<file path="config.mk">
export PLATFORM = sky130hd
export DESIGN_NAME = cifc_flag_ctrl
export DESIGN_NICKNAME = d
export VERILOG_FILES = /design/src/pkg/cifc_pkg.sv /design/src/logic/cifc_flag_ctrl.sv
export SDC_FILE = /design/constraint.sdc
export NUM_CORES = 1
export LEC_CHECK = 0
export ABC_AREA = 1
export ABC_CLOCK_PERIOD_IN_PS = 900
export BUFFER_PORTS_ARGS = -buffer_cell sky130_fd_sc_hd__buf_2
export CORE_UTILIZATION = 40
export DETAILED_ROUTE_END_ITERATION = 16
export PLACE_DENSITY_LB_ADDON = 0.08
export SYNTH_ARGS = -nofsm -noshare
export SYNTH_HDL_FRONTEND = slang
export SYNTH_SLANG_ARGS = --single-unit
</file>
<file path="constraint.sdc">
create_clock -name clk -period 0.9 [get_ports clk]
set_input_delay 0.18 -clock clk [delete_from_list [all_inputs] [get_ports clk]]
set_output_delay 0.18 -clock clk [all_outputs]
set_load 0.02 [all_outputs]
</file>
<file path="src/pkg/cifc_pkg.sv">
// constants and types for the processor interrupt flag control block
//
// Summary of operation
// - maskable requests blocked while enable flag is 0, admitted while 1
// - taking an interrupt acknowledge clears the enable flag to 0
// - stack select 0 picks interrupt stack pointer, 1 picks user stack pointer
// - stack select cleared on hardware acknowledge and software interrupt 0 to 31
// - low level on reset input resets the whole block
// - every port pin has its own direction bit
// - input pins have a software-controlled pull-up enable
// - request admitted only when its level is strictly above the 3-bit threshold
package cifc_pkg;
    localparam int PRIO_W = 3;
    localparam int VEC_W = 6;
    localparam int PORT_PINS = 12;
    localparam logic [VEC_W-1:0] SW_VEC_MAX = 6'h1F;
    localparam logic IEN_RST = 1'b0;
    localparam logic SSEL_RST = 1'b0;
    localparam logic [PRIO_W-1:0] PRIO_RST = 3'h0;
    localparam logic SSEL_ISP = 1'b0;
    localparam logic SSEL_USP = 1'b1;
    typedef logic [PRIO_W-1:0] cifc_prio_t;
    typedef logic [VEC_W-1:0] cifc_vec_t;
endpackage

</file>
<file path="src/logic/cifc_flag_ctrl.sv">
// interrupt enable, stack select and priority gate with port pin control
`timescale 1ns/1ps
`default_nettype none
module cifc_flag_ctrl
#(
    parameter int PINS = cifc_pkg::PORT_PINS
)
(
    input wire logic clk,
    input wire logic rst_n,
    input wire logic ien_set,
    input wire logic ien_clr,
    input wire logic ssel_set,
    input wire logic ssel_clr,
    input wire logic prio_wr,
    input wire cifc_pkg::cifc_prio_t prio_wdata,
    input wire logic irq_req,
    input wire cifc_pkg::cifc_prio_t irq_level,
    input wire logic hw_ack,
    input wire logic sw_int,
    input wire cifc_pkg::cifc_vec_t sw_vec,
    input wire logic [PINS-1:0] dir_wdata,
    input wire logic dir_wr,
    input wire logic [PINS-1:0] pull_wdata,
    input wire logic pull_wr,
    input wire logic [PINS-1:0] pin_in,
    input wire logic [PINS-1:0] port_wdata,
    input wire logic port_wr,
    output logic ien,
    output logic ssel,
    output cifc_pkg::cifc_prio_t cpu_priority_threshold,
    output logic irq_take,
    output logic sp_is_user_stack_pointer,
    output logic sp_is_irq_stack_pointer,
    output logic saved_ien,
    output logic saved_ssel,
    output logic [PINS-1:0] pin_out,
    output logic [PINS-1:0] pin_oe,
    output logic [PINS-1:0] pull_en,
    output logic [PINS-1:0] port_rdata
);
    import cifc_pkg::*;

    // ----------------------------------------
    // flag state
    // ----------------------------------------
    logic ien_r, ien_nxt, ssel_r, ssel_nxt;
    logic sv_ien_r, sv_ien_nxt, sv_ssel_r, sv_ssel_nxt;
    logic take_r, take_nxt;
    logic irq_sp_r, irq_sp_nxt;
    logic [PRIO_W-1:0] prio_r, prio_nxt;
    logic ssel_hit;

    always_comb
    begin
        ien_nxt = ien_r;
        ssel_nxt = ssel_r;
        prio_nxt = prio_r;
        sv_ien_nxt = sv_ien_r;
        sv_ssel_nxt = sv_ssel_r;
        if (ien_set)
            ien_nxt = 1'b1;
        if (ien_clr)
            ien_nxt = 1'b0;
        if (ssel_set)
            ssel_nxt = 1'b1;
        if (ssel_clr)
            ssel_nxt = 1'b0;
        if (prio_wr)
            prio_nxt = prio_wdata;
        ssel_hit = hw_ack || (sw_int && sw_vec <= SW_VEC_MAX);
        if (hw_ack || sw_int)
        begin
            sv_ien_nxt = ien_r;
            sv_ssel_nxt = ssel_r;
        end
        // acknowledge wins over software set
        if (hw_ack || sw_int)
            ien_nxt = 1'b0;
        if (ssel_hit)
            ssel_nxt = 1'b0;
        irq_sp_nxt = ~ssel_nxt;
        take_nxt = irq_req && ien_r && !hw_ack && (irq_level > prio_r);
    end

    always_ff @(posedge clk)
    begin
        if (!rst_n)
        begin
            ien_r <= IEN_RST;
            ssel_r <= SSEL_RST;
            prio_r <= PRIO_RST;
            sv_ien_r <= IEN_RST;
            sv_ssel_r <= SSEL_RST;
            take_r <= 1'b0;
            irq_sp_r <= ~SSEL_RST;
        end
        else
        begin
            ien_r <= ien_nxt;
            ssel_r <= ssel_nxt;
            prio_r <= prio_nxt;
            sv_ien_r <= sv_ien_nxt;
            sv_ssel_r <= sv_ssel_nxt;
            take_r <= take_nxt;
            irq_sp_r <= irq_sp_nxt;
        end
    end

    // ----------------------------------------
    // port pins
    // ----------------------------------------
    logic [PINS-1:0] dir_r, dir_nxt, pull_r, pull_nxt, dout_r, dout_nxt, din_r, din_nxt;
    logic [PINS-1:0] pen_r, pen_nxt;

    genvar g;
    generate
        for (g = 0; g < PINS; g++)
        begin : g_pin
            always_comb
            begin
                dir_nxt[g] = dir_wr ? dir_wdata[g] : dir_r[g];
                pull_nxt[g] = pull_wr ? pull_wdata[g] : pull_r[g];
                dout_nxt[g] = port_wr ? port_wdata[g] : dout_r[g];
                din_nxt[g] = dir_r[g] ? dout_r[g] : pin_in[g];
                pen_nxt[g] = pull_nxt[g] & ~dir_nxt[g];
            end
        end
    endgenerate

    always_ff @(posedge clk)
    begin
        if (!rst_n)
        begin
            dir_r <= '0;
            pull_r <= '0;
            dout_r <= '0;
            din_r <= '0;
            pen_r <= '0;
        end
        else
        begin
            dir_r <= dir_nxt;
            pull_r <= pull_nxt;
            dout_r <= dout_nxt;
            din_r <= din_nxt;
            pen_r <= pen_nxt;
        end
    end

    // ----------------------------------------
    // outputs
    // ----------------------------------------
    assign ien = ien_r;
    assign ssel = ssel_r;
    assign cpu_priority_threshold = prio_r;
    assign irq_take = take_r;
    assign sp_is_user_stack_pointer = ssel_r;
    assign sp_is_irq_stack_pointer = irq_sp_r;
    assign saved_ien = sv_ien_r;
    assign saved_ssel = sv_ssel_r;
    assign pin_out = dout_r;
    assign pin_oe = dir_r;
    assign pull_en = pen_r;
    assign port_rdata = din_r;
endmodule
`default_nettype wire

</file>
# ---- After elaboration in Yosys (flattened, before gate mapping)
# Index checks and enable logic that the tools add are counted.
dict set report op_classes {
  bitwise 26
  n_lt_le_gt_ge 2
  reduce_logical 8
  n_mux 39
}
# op count
set op_table {}
lappend op_table {{$mux W1} 39}
lappend op_table {{$not A1 Y1} 14}
lappend op_table {{$and A1 B1 Y1} 12}
lappend op_table {{$le A6 B5 Y1 const B} 1}
lappend op_table {{$logic_and A1 B1 Y1} 4}
lappend op_table {{$gt A3 B3 Y1} 1}
lappend op_table {{$reduce_or A3 Y1} 1}
lappend op_table {{$logic_or A1 B1 Y1} 2}
lappend op_table {{$logic_not A1 Y1} 1}
dict set report totals {
  out_inout_bits 58
  register_bits 69
  wordCells 87
  inputBits 73
}

# ---- Logic depth before layout (Yosys ltp)
# Gate-level depths: netlist (run 1).
dict set report depth {
  depth_word 5
  mapped_depth 6
  depth_no_buf 6
}

# ---- Worst setup path after synthesis (run 1)
# OpenSTA, ideal clock, no wires.
dict set report synth_timing {
  kind {reg-to-reg}
  startpoint {reg prio_r[2], in the netlist cpu_priority_threshold[2]}
  endpoint {reg take_r, in the netlist irq_take}
  required_time_ns 0.787
  arrival_ns 1.021
  stages_incl_launch_ff 7
  slack_ns -0.234
  period_less_slack_ns 1.134
  path_cell_list {dfxtp_1 -> inv_1 -> ha_1 -> nand2_1 -> nand2_1 -> nor2_1 -> nor2_1}
}
dict set report synth_via {
  elab_chain_cells 2
}
# item line_no
set synth_rtl {}
lappend synth_rtl {{start: declaration} cifc_flag_ctrl.sv:51} ;# logic [PRIO_W-1:0] prio_r, prio_nxt;
lappend synth_rtl {{start signal: assignment} cifc_flag_ctrl.sv:102} ;# prio_r <= prio_nxt;
lappend synth_rtl {{$gt A3 B3 Y1} cifc_flag_ctrl.sv:83} ;# take_nxt = irq_req && ien_r && !hw_ack && (irq_level > prio_r);
lappend synth_rtl {{$logic_and A1 B1 Y1} cifc_flag_ctrl.sv:83}
lappend synth_rtl {{end signal: assignment} cifc_flag_ctrl.sv:105} ;# take_r <= take_nxt;
lappend synth_rtl {{end: declaration} cifc_flag_ctrl.sv:49} ;# logic take_r, take_nxt;
# Every way passes these cells.
# A chain may end at the register's enable or synchronous reset.

# ---- Worst setup path after layout (run 1)
# Ends and elaborated chain as after synthesis.

==> flow_metrics.py, run 1 <==
metrics = {
    "final_layout": {
        "n_antenna_cell": 0,
        "final_cell_mix": "98 x nor2_1, 67 x buf_2, 58 x buf_6, 55 x dfxtp_2, 44 x nand2_1",
        "final_common_cell": "nor2_1",
        "drive_gt1_frac": 0.489,
        "area.growth.synth_to_final_pct": 62.3,
        "fin_nets": 562,
    },
    "hold_path": {
        "hp-start": "port_wdata[10]",
        "whs_path_depth": 3,
        "hp-class": "in2reg",
        "holdPathEnd": "pin_out[10]$_SDFFE_PN0P_",
    },
    "outcome": {
        "violations": "negative setup slack",
        "status": "finished with violations",
    },
    "worst_setup_path": {
        "worstReg2RegStart": "cpu_priority_threshold[2]$_SDFFE_PN0P_",
        "startpoint_type": "flop",
        "critPathKind": "reg2reg",
        "r2r_slack_ns": -0.10,
        "cpMostUsedCell": "nand3_1",
        "critPathArrivalTime_ns": 1.24,
        "crit_fanout": 3,
        "end_kind": "flop",
        "path_cells": "inv_4 > ha_4 > nand3_1 > nand3_1 > nor2_1",
        "ff2ff_path_depth": 5,
        "rr_endpoint": "irq_take$_SDFF_PN0_",
        "cp_slowest_stage_delay_ns": 0.36,
        "slowest_stage": "dfxtp_4",
        "crit_required_ns": 1.14,
    },
    "synthesis": {
        "yosys_warnings": 0,
        "synth-simple-area-share": 0.254,
        "synth_top_family_by_area": "simple AND/OR/NAND/NOR gates",
        "synthAdderAreaFrac": 0.0148,
        "syn_inst": 336,
        "synth-compound-area-share": 0.0830,
        "ys_ff_latch": 69,
        "yosysSeqAreaShare": 0.545,
        "synth_edf_count": 0,
        "syn_nets": 412,
        "synth_xor_area_frac": 0,
        "syn_area_mm2": 0.00253,
        "synth_mux_area_frac": 0,
        "ys.flop_type": "dfxtp_1",
        "synth_area_per_cell_um2": 7.54,
        "async_flop_share": 0,
        "synth_cell_types": 17,
    },
    "routing": {
        "vias_per_cell": 4.38,
        "postRouteAntennaNets": 0,
        "drtIter0Drc": 104,
        "drt_pass1_iterations": 4,
        "drc": 0,
        "dr_total_vias": 2480,
        "totalWireLength_mm": 6.81,
        "drt-wirelength-per-cell_um": 12.0,
    },
    "placement": {
        "gp_congestion": 0.767,
        "place_ws_ns": -0.117,
        "dp_hpwl_mm": 4.63,
        "io_buffer_count": 125,
    },
    "floorplanning": {
        "start_util": 0.420,
        "die_area_mm2": 0.00665,
        "core_mm2": 0.00603,
        "fp.dieW_um": 81.6,
        "num_rows": 28,
        "pin_count": 131,
        "fp.dieH_um": 81.6,
    },
    "job": {
        "drv_cap": 0,
    },
    "clock_tree": {
        "cts_max_level": 3,
        "cts_sinks": 69,
        "root_buffer": "clkbuf_8",
        "clockBufferDepth": 2,
        "cts_tree": "yes",
        "clk_latency_ns": 0.34,
        "clkTransAtPathRegs_ns": 0.07,
        "cts_buffers": 9,
    },
    "power": {
        "leakagePower_nw": 2.15,
        "pwr_density_cell_mw_per_mm2": 1800,
        "irDropWorstVdd_mv": 0.987,
    },
    "timing": {
        "maxSlewViolCount": 0,
        "grt_setup_unrepaired": "true",
        "slew_headroom": 0.689,
        "fmax_mhz": 998,
        "period_share": 1.11,
        "fin_crit_ns": 1.00,
        "final_hold_viol_count": 0,
        "fin_worst_skew_ns": 0.00713,
        "setup_tns_ns": -4.08,
        "worst_slack_ns": -0.102,
        "max_slew.worst_pin.slew_ns": 0.466,
        "setup_viol": 59,
    },
    "grt": {
        "antenna_found_initial": 0,
        "grt_max_degree": 29,
        "grt_pass1_wl_mm": 10.6,
        "grt_use_total": 0.216,
        "grt_pass1_vias": 2316,
        "overflow": 0,
    },
}
==> where the power goes <==
group	internal, mW	switching [mW]
registers	3.28	0.116
logic	0.649	0.643
clock network	1.59	1.13
total	5.52	1.89
==> stage by stage <==
stage	total power [mW]	instance area [µm²]	instances	util	hold slack (ns)
global route	7.79	4110	566	0.682	0.0533
finish	7.41	4110	566	0.682	0.0632
floorplan	3.97	2560	336	-	0.258
detailed placement	4.40	3290	531	0.546	0.355
global placement	4.39	3290	531	0.546	0.350
CTS	7.43	4080	565	0.677	0.0502
==> kinds of logic after synthesis <==
| kind of cell | after synthesis |
|---|---|
| AO/OA/AOI/OAI | 42 |
| adder cells (fa/ha/maj) | 3 |
| buffers and inverters | 61 |
| flip-flops | 69 |
| AND/OR/NAND/NOR | 161 |
==> state kept, by name (all words and copies together) (netlist names) <==
signal,flops
cpu_priority_threshold,3
ien,1
irq_take,1
pin_oe,12
pin_out,12
port_rdata,12
pull_en,12
pull_r,12
saved_ien,1
saved_ssel,1
sp_is_irq_stack_pointer,1
sp_is_user_stack_pointer,1
==> final cells by class <==
cell class                      count  area, µm²
Timing Repair Buffer              152       1220
Inverter                           48        183
Clock buffer                       13        180
Fill cell                         509       1920
Tap cell                           75       93.8
Clock inverter                      3       40.0
Multi-Input combinational cell    206        937
Sequential cell                    69       1460
==> worst max-delay path, delay by kind of cell, from the launching register on <==
kind	cells	cell delay (ns)
DFF	1	0.36
adders and majority gates	1	0.27
and+or+nand+nor	3	0.23
buffers and inverters	1	0.04
==> cell usage after synthesis, types with 3 or more instances <==
| library cell | n | share of area |
|---|---|---|
| dfxtp_1 | 69 | 0.55 |
| inv_1 | 47 | 0.070 |
| buf_2 | 3 | 0.0059 |
| a21oi_1 | 3 | 0.0059 |
| and2_2 | 3 | 0.0089 |
| o21ai_1 | 4 | 0.0079 |
| ha_1 | 3 | 0.015 |
| and2_1 | 9 | 0.022 |
| o21ai_0 | 35 | 0.069 |
| nand2_1 | 45 | 0.067 |
| nor2_1 | 99 | 0.15 |
| clkbuf_1 | 4 | 0.0059 |
| nand3_1 | 3 | 0.0059 |
| buf_4 | 5 | 0.015 |
==> metal layers <==
metal  global-route usage  share of wire  up-vias
met5                    0              0        -
met4               0.0877          0.017        0
met3               0.0656          0.064       11
met2                0.337           0.46       90
met1                0.278           0.45     1069
li1                     -              -     1310
==> repair_timing <==
item / CTS / global route
pin swaps: 0 / 5
buffers inserted: 17 / 1
endpoints found under the setup margin: 59 / 72
endpoints found under the hold margin: 1 / 0
resized for setup: 170 / 17
hold buffers: 1 / 0
==> how the worst max path moves through the flow <==
stage,cells after the start,from,slack (ns),endpoint
2_1_floorplan,6,cpu_priority_threshold[2]$_SDFFE_PN0P_,-0.06,irq_take$_SDFF_PN0_
3_3_place_gp,3,dir_wr,-0.12,pin_oe[1]$_SDFF_PN0_
3_5_place_dp,4,dir_wr,-0.12,pull_en[1]$_SDFF_PN0_
4_1_cts,1,pin_oe[1]$_SDFF_PN0_,-0.10,pin_oe[1]
5_1_grt,1,pin_oe[11]$_SDFF_PN0_,-0.14,pin_oe[11]
6_report,5,cpu_priority_threshold[2]$_SDFFE_PN0P_,-0.10,irq_take$_SDFF_PN0_
Note: power is estimated with default switching activity, not from simulation.
==> run 2, diff against run 1 <==
--- a/config.mk
+++ b/config.mk
@@ -5,10 +5,9 @@
 export SDC_FILE = /design/constraint.sdc
 export NUM_CORES = 1
 export LEC_CHECK = 0
-export ABC_AREA = 1
 export ABC_CLOCK_PERIOD_IN_PS = 900
 export BUFFER_PORTS_ARGS = -buffer_cell sky130_fd_sc_hd__buf_2
-export CORE_UTILIZATION = 40
+export CORE_UTILIZATION = 30
 export DETAILED_ROUTE_END_ITERATION = 16
 export PLACE_DENSITY_LB_ADDON = 0.08
 export SYNTH_ARGS = -nofsm -noshare
==> flow_metrics.py, run 2 <==
metrics = {
    "outcome": {
        "status": "finished with violations",
        "violations": "negative setup slack",
    },
    "worst_setup_path": {
        "critPathTopFamily": "flip-flops",
        "crit_required_ns": 1.14,
        "path_cells": "inv_2 > ha_4 > nand3b_1 > a2111oi_4",
        "r2r_slack_ns": -0.26,
        "rr_endpoint": "irq_take$_SDFF_PN0_",
        "worstReg2RegStart": "cpu_priority_threshold[1]$_SDFFE_PN0P_",
        "cp_slowest_stage_delay_ns": 0.36,
        "critPathArrivalTime_ns": 1.40,
        "ff2ff_path_depth": 4,
        "startpoint_type": "flop",
        "critPathKind": "reg2reg",
        "path_buf_inv": 1,
        "crit_fanout": 2,
        "end_kind": "flop",
        "slowest_stage": "dfxtp_4",
    },
    "grt": {
        "grt_max_degree": 66,
        "grt_pass1_vias": 2087,
        "grt_pass1_wl_mm": 9.97,
        "antenna_found_initial": 0,
        "grt_use_total": 0.146,
        "overflow": 0,
    },
    "synthesis": {
        "synth_top_area_share": 0.521,
        "synth_area_per_cell_um2": 12.2,
        "syn_area_mm2": 0.00265,
        "yosys_warnings": 0,
        "yosysTopAreaCell": "dfxtp_1",
        "syn_inst": 218,
        "synth_edf_count": 0,
        "yosysMostFrequentCell": "dfxtp_1",
        "ys.flop_type": "dfxtp_1",
        "synthTopCellsByCount": "69 x dfxtp_1, 41 x nor2b_1, 40 x mux2i_1",
        "async_flop_share": 0,
        "ys_ff_latch": 69,
        "synth_cell_types": 29,
        "yosysSeqAreaShare": 0.521,
        "synthTopCellsByArea": "dfxtp_1 52%, mux2i_1 15%, nor2b_1 9.7%",
        "syn_nets": 294,
    },
    "timing": {
        "slew_headroom": 0.822,
        "grt_setup_unrepaired": "true",
        "max_slew.worst_pin.slew_ns": 0.259,
        "period_share": 1.29,
        "fin_worst_skew_ns": 0.00733,
        "final_hold_viol_count": 0,
        "fmax_mhz": 860,
        "fin_crit_ns": 1.16,
        "setup_viol": 76,
        "worst_slack_ns": -0.263,
        "maxSlewViolCount": 0,
    },
    "clock_tree": {
        "clk_latency_ns": 0.34,
        "cts_buffers": 9,
        "cts_tree": "yes",
        "cts_max_level": 3,
        "cts_sinks": 69,
        "root_buffer": "clkbuf_8",
        "clockBufferDepth": 2,
        "clkTransAtPathRegs_ns": 0.08,
    },
    "routing": {
        "routed-wl-met3_um": 479,
        "drt_pass1_iterations": 2,
        "totalWireLength_mm": 6.66,
        "wl_met1_mm": 2.78,
        "postRouteAntennaNets": 0,
        "top_layer": "met4",
        "dr_total_vias": 2143,
        "route.met2.wl_mm": 3.29,
        "drtIter0Drc": 49,
        "drc": 0,
        "drt-wirelength-per-cell_um": 13.4,
        "vias_per_cell": 4.29,
    },
    "floorplanning": {
        "num_rows": 33,
        "start_util": 0.316,
        "fp.dieW_um": 96.0,
        "die_area_mm2": 0.00922,
        "core_mm2": 0.00838,
        "fp.dieH_um": 96.0,
        "pin_count": 131,
    },
    "placement": {
        "gp_congestion": 0.639,
        "place_ws_ns": -0.307,
        "dp_hpwl_mm": 4.35,
        "placed_cells": 454,
        "io_buffer_count": 125,
    },
    "hold_path": {
        "hp-start": "ssel_clr",
        "holdPathEnd": "sp_is_user_stack_pointer$_SDFF_PN0_",
        "whs_path_depth": 2,
        "hp-class": "in2reg",
    },
    "final_layout": {
        "area.growth.synth_to_final_pct": 70.0,
        "final_cell_mix": "73 x buf_6, 67 x buf_2, 53 x dfxtp_2, 41 x nor2b_1, 39 x mux2i_1",
        "final_cells": 499,
        "final_common_cell": "buf_6",
        "fin_nets": 466,
        "n_antenna_cell": 0,
        "drive_gt1_frac": 0.716,
    },
    "power": {
        "leakagePower_nw": 2.09,
        "irDropWorstVdd_mv": 0.667,
        "pwr_density_cell_mw_per_mm2": 1550,
    },
    "job": {
        "drv_cap": 0,
    },
}
[run 2: worst max-delay path by stage]
stage / start / endpoint / slack [ns] / cells past startpoint
final: cpu_priority_threshold[1]$_SDFFE_PN0P_ / irq_take$_SDFF_PN0_ / -0.26 / 4
after global routing: cpu_priority_threshold[2]$_SDFFE_PN0P_ / irq_take$_SDFF_PN0_ / -0.33 / 4
after CTS: cpu_priority_threshold[2]$_SDFFE_PN0P_ / irq_take$_SDFF_PN0_ / -0.25 / 4
after detailed placement: cpu_priority_threshold[2]$_SDFFE_PN0P_ / irq_take$_SDFF_PN0_ / -0.31 / 4
after global placement: cpu_priority_threshold[2]$_SDFFE_PN0P_ / irq_take$_SDFF_PN0_ / -0.25 / 4
after floorplan: cpu_priority_threshold[2]$_SDFFE_PN0P_ / irq_take$_SDFF_PN0_ / -0.28 / 4
[run 2: layout make-up]
cell class | instances | area [µm²]
Inverter | 3 | 11.3
Multi-Input combinational cell | 135 | 1280
Fill cell | 793 | 3870
Clock inverter | 2 | 10.0
Tap cell | 105 | 131
Sequential cell | 69 | 1460
Clock buffer | 13 | 159
Timing Repair Buffer | 172 | 1460
[run 2: layer usage]
metal,up-vias,GRT usage
met4,0,0.0746
met5,-,0
met2,74,0.240
met3,10,0.0434
li1,1078,-
met1,981,0.171
[run 2: cell families (layout without fill, tap and decap cells)]
kind of cell,Yosys count,count (layout),share of synthesized area
muxes,51,51,0.210
AOI/OAI and AO/OA,7,7,0.0179
DFF,69,69,0.521
buffers and inverters,14,190,0.0307
and+or+nand+nor,74,74,0.206
adders and majority gates,3,3,0.0142
[run 2: repair_timing]
action                     CTS  global route
setup buffers               27             5
hold endpoints to repair     0             0
setup endpoints to repair   60            81
gates resized for setup    172            15
hold buffers                 0             0
gates cloned                 0             0
pin swaps                    1             0
[run 2: stage by stage]
| step | power, mW | hold slack, ns | cell area [µm²] | util | TNS, ns |
|---|---|---|---|---|---|
| floorplan | 3.97 | 0.249 | 2710 | - | -0.314 |
| global placement | 4.42 | 0.361 | 3580 | 0.428 | -4.33 |
| detailed placement | 4.43 | 0.365 | 3580 | 0.428 | -4.24 |
| CTS | 7.03 | 0.000797 | 4420 | 0.527 | -6.63 |
| global route | 7.33 | 0.0157 | 4510 | 0.538 | -7.99 |
| finish | 7.01 | 0.0182 | 4510 | 0.538 | -5.48 |
[run 2: power by group]
part | internal, mW | total [mW] | switching [mW] | leakage [nW]
clock | 1.13 | 2.26 | 1.13 | 0.0893
combinational | 0.823 | 1.40 | 0.580 | 1.41
sequential | 3.25 | 3.34 | 0.0974 | 0.589
total | 5.20 | 7.01 | 1.81 | 2.09
==> run 3, diff against run 2 <==
--- a/config.mk
+++ b/config.mk
@@ -7,9 +7,12 @@
 export LEC_CHECK = 0
 export ABC_CLOCK_PERIOD_IN_PS = 900
 export BUFFER_PORTS_ARGS = -buffer_cell sky130_fd_sc_hd__buf_2
+export CELL_PAD_IN_SITES_DETAIL_PLACEMENT = 1
+export CELL_PAD_IN_SITES_GLOBAL_PLACEMENT = 1
 export CORE_UTILIZATION = 30
 export DETAILED_ROUTE_END_ITERATION = 16
 export PLACE_DENSITY_LB_ADDON = 0.08
+export SLEW_MARGIN = 0
 export SYNTH_ARGS = -nofsm -noshare
 export SYNTH_HDL_FRONTEND = slang
 export SYNTH_SLANG_ARGS = --single-unit
==> flow_metrics.py, run 3 (synthesized netlist as in run 2, its figures left out) <==
metrics = {
    "timing": {
        "final_hold_viol_count": 0,
        "grt_setup_unrepaired": "true",
        "fin_worst_skew_ns": 0.00888,
        "worst_slack_ns": -0.246,
        "slew_headroom": 0.790,
        "setup_viol": 71,
        "setup_tns_ns": -5.95,
        "maxSlewViolCount": 0,
        "period_share": 1.27,
        "fmax_mhz": 873,
        "max_slew.worst_pin.slew_ns": 0.316,
        "fin_hold_ws_ns": 0.0161,
        "fin_crit_ns": 1.15,
    },
    "clock_tree": {
        "clockBufferDepth": 2,
        "cts_sinks": 69,
        "cts_hold_buf": 0,
        "clk_latency_ns": 0.34,
        "clkTransAtPathRegs_ns": 0.07,
        "cts_buffers": 9,
        "cts_tree": "yes",
        "root_buffer": "clkbuf_8",
        "cts_max_level": 3,
    },
    "hold_path": {
        "holdPathEnd": "sp_is_user_stack_pointer$_SDFF_PN0_",
        "hp-start": "ssel_clr",
        "hp-class": "in2reg",
        "whs_path_depth": 2,
    },
    "power": {
        "irDropWorstVdd_mv": 0.821,
        "leakagePower_nw": 2.15,
        "pwr-share-clk": 0.375,
        "intPower_mw": 5.75,
        "p_seq_frac": 0.441,
        "power_frac_comb": 0.184,
        "swShare": 0.241,
        "p_switching_mw": 1.83,
        "pwr_density_cell_mw_per_mm2": 1660,
    },
    "final_layout": {
        "final_cells": 507,
        "fin_nets": 473,
        "drive_gt1_frac": 0.714,
        "final_cell_mix": "71 x buf_6, 67 x buf_2, 52 x dfxtp_2, 41 x nor2b_1, 40 x mux2i_1",
        "fillers": 912,
        "area.growth.synth_to_final_pct": 72.3,
        "n_antenna_cell": 0,
        "fin_util": 0.545,
        "final_common_cell": "buf_6",
    },
    "placement": {
        "placed_cells": 459,
        "gp_congestion": 0.687,
        "place_ws_ns": -0.326,
        "dp_hpwl_mm": 4.90,
        "io_buffer_count": 125,
    },
    "worst_setup_path": {
        "worstReg2RegStart": "cpu_priority_threshold[1]$_SDFFE_PN0P_",
        "slowest_stage": "dfxtp_4",
        "end_kind": "flop",
        "crit_required_ns": 1.14,
        "path_cells": "inv_2 > ha_4 > nand3b_1 > a2111oi_2",
        "r2r_slack_ns": -0.25,
        "critPathArrivalTime_ns": 1.39,
        "rr_endpoint": "irq_take$_SDFF_PN0_",
        "critPathKind": "reg2reg",
        "cp_slowest_stage_delay_ns": 0.36,
        "crit_fanout": 2,
        "startpoint_type": "flop",
        "ff2ff_path_depth": 4,
    },
    "floorplanning": {
        "die_area_mm2": 0.00922,
        "pin_count": 131,
        "num_rows": 33,
        "core_mm2": 0.00838,
        "start_util": 0.316,
        "fp.dieW_um": 96.0,
        "fp.dieH_um": 96.0,
    },
    "routing": {
        "top_layer": "met4",
        "routed-wl-met3_um": 507,
        "wl_met1_mm": 2.86,
        "dr_total_vias": 2200,
        "route.met2.wl_mm": 3.74,
        "drc": 0,
        "drt_pass1_iterations": 4,
        "postRouteAntennaNets": 0,
        "drt-wirelength-per-cell_um": 14.2,
        "totalWireLength_mm": 7.21,
        "vias_per_cell": 4.34,
        "drtIter0Drc": 19,
    },
    "outcome": {
        "status": "finished with violations",
        "violations": "negative setup slack",
    },
    "grt": {
        "grt_use_total": 0.162,
        "antenna_found_initial": 0,
        "grt_pass1_vias": 2286,
        "grt_pass1_wl_mm": 10.9,
        "overflow": 0,
        "grt_max_degree": 39,
    },
    "job": {
        "drv_cap": 0,
    },
}
run 3: cell count changes in the layout (fill, tap and decap cells not counted), moves of 2 or more:
cell / change
buf_12: -2
buf_4: +11
buf_6: -2
clkbuf_16: +2
run 3: final cells by class:
class,count,area [µm²],area share
Multi-Input combinational cell,135,1260,0.275
Clock inverter,2,35.0,0.00766
Tap cell,105,131,0.0287
Clock buffer,14,195,0.0427
Timing Repair Buffer,179,1480,0.324
Inverter,3,11.3,0.00246
Sequential cell,69,1460,0.320
run 3: per-layer routing:
metal  track usage  vias to the layer above
met5             0                        -
met3        0.0577                        9
met2         0.283                       80
met4        0.0597                        0
li1              -                     1094
met1         0.179                     1017
run 3: worst max-delay path, delay by kind of cell (launching register included):
kind	cells	cell delay, ns
and+or+nand+nor	1	0.10
adders and majority gates	1	0.25
buffers and inverters	1	0.04
DFF	1	0.36
AOI/OAI and AO/OA	1	0.30
run 3: metrics by stage:
stage,total power [mW],cell area [µm²]
3_5_place_dp,4.44,3600
5_1_grt,7.93,4570
4_1_cts,7.63,4490
3_3_place_gp,4.42,3600
2_1_floorplan,3.97,2710
6_report,7.58,4570
run 3: power by group through the flow:
stage / Clock, mW / Combinational, mW / Sequential (mW)
floorplan: 0 / 0.427 / 3.55
global placement: 0 / 1.05 / 3.37
detailed placement: 0 / 1.07 / 3.37
CTS: 2.93 / 1.36 / 3.34
global route: 3.07 / 1.50 / 3.36
finish: 2.84 / 1.40 / 3.35
run 3: how the worst max path moves through the flow:
stage                                                start                   to  slack [ns]  cells after the start
floorplan           cpu_priority_threshold[2]$_SDFFE_PN0P_  irq_take$_SDFF_PN0_       -0.28                      4
global placement    cpu_priority_threshold[2]$_SDFFE_PN0P_  irq_take$_SDFF_PN0_       -0.25                      4
detailed placement  cpu_priority_threshold[2]$_SDFFE_PN0P_  irq_take$_SDFF_PN0_       -0.33                      4
CTS                 cpu_priority_threshold[2]$_SDFFE_PN0P_  irq_take$_SDFF_PN0_       -0.26                      4
global route        cpu_priority_threshold[2]$_SDFFE_PN0P_  irq_take$_SDFF_PN0_       -0.30                      4
finish              cpu_priority_threshold[1]$_SDFFE_PN0P_  irq_take$_SDFF_PN0_       -0.25                      4
run 3: timing repair:
item,4_1_cts,5_1_grt
setup endpoints to repair,61,75
pin swaps,2,0
setup buffers,29,7
resized for setup,172,10
cloned,0,0
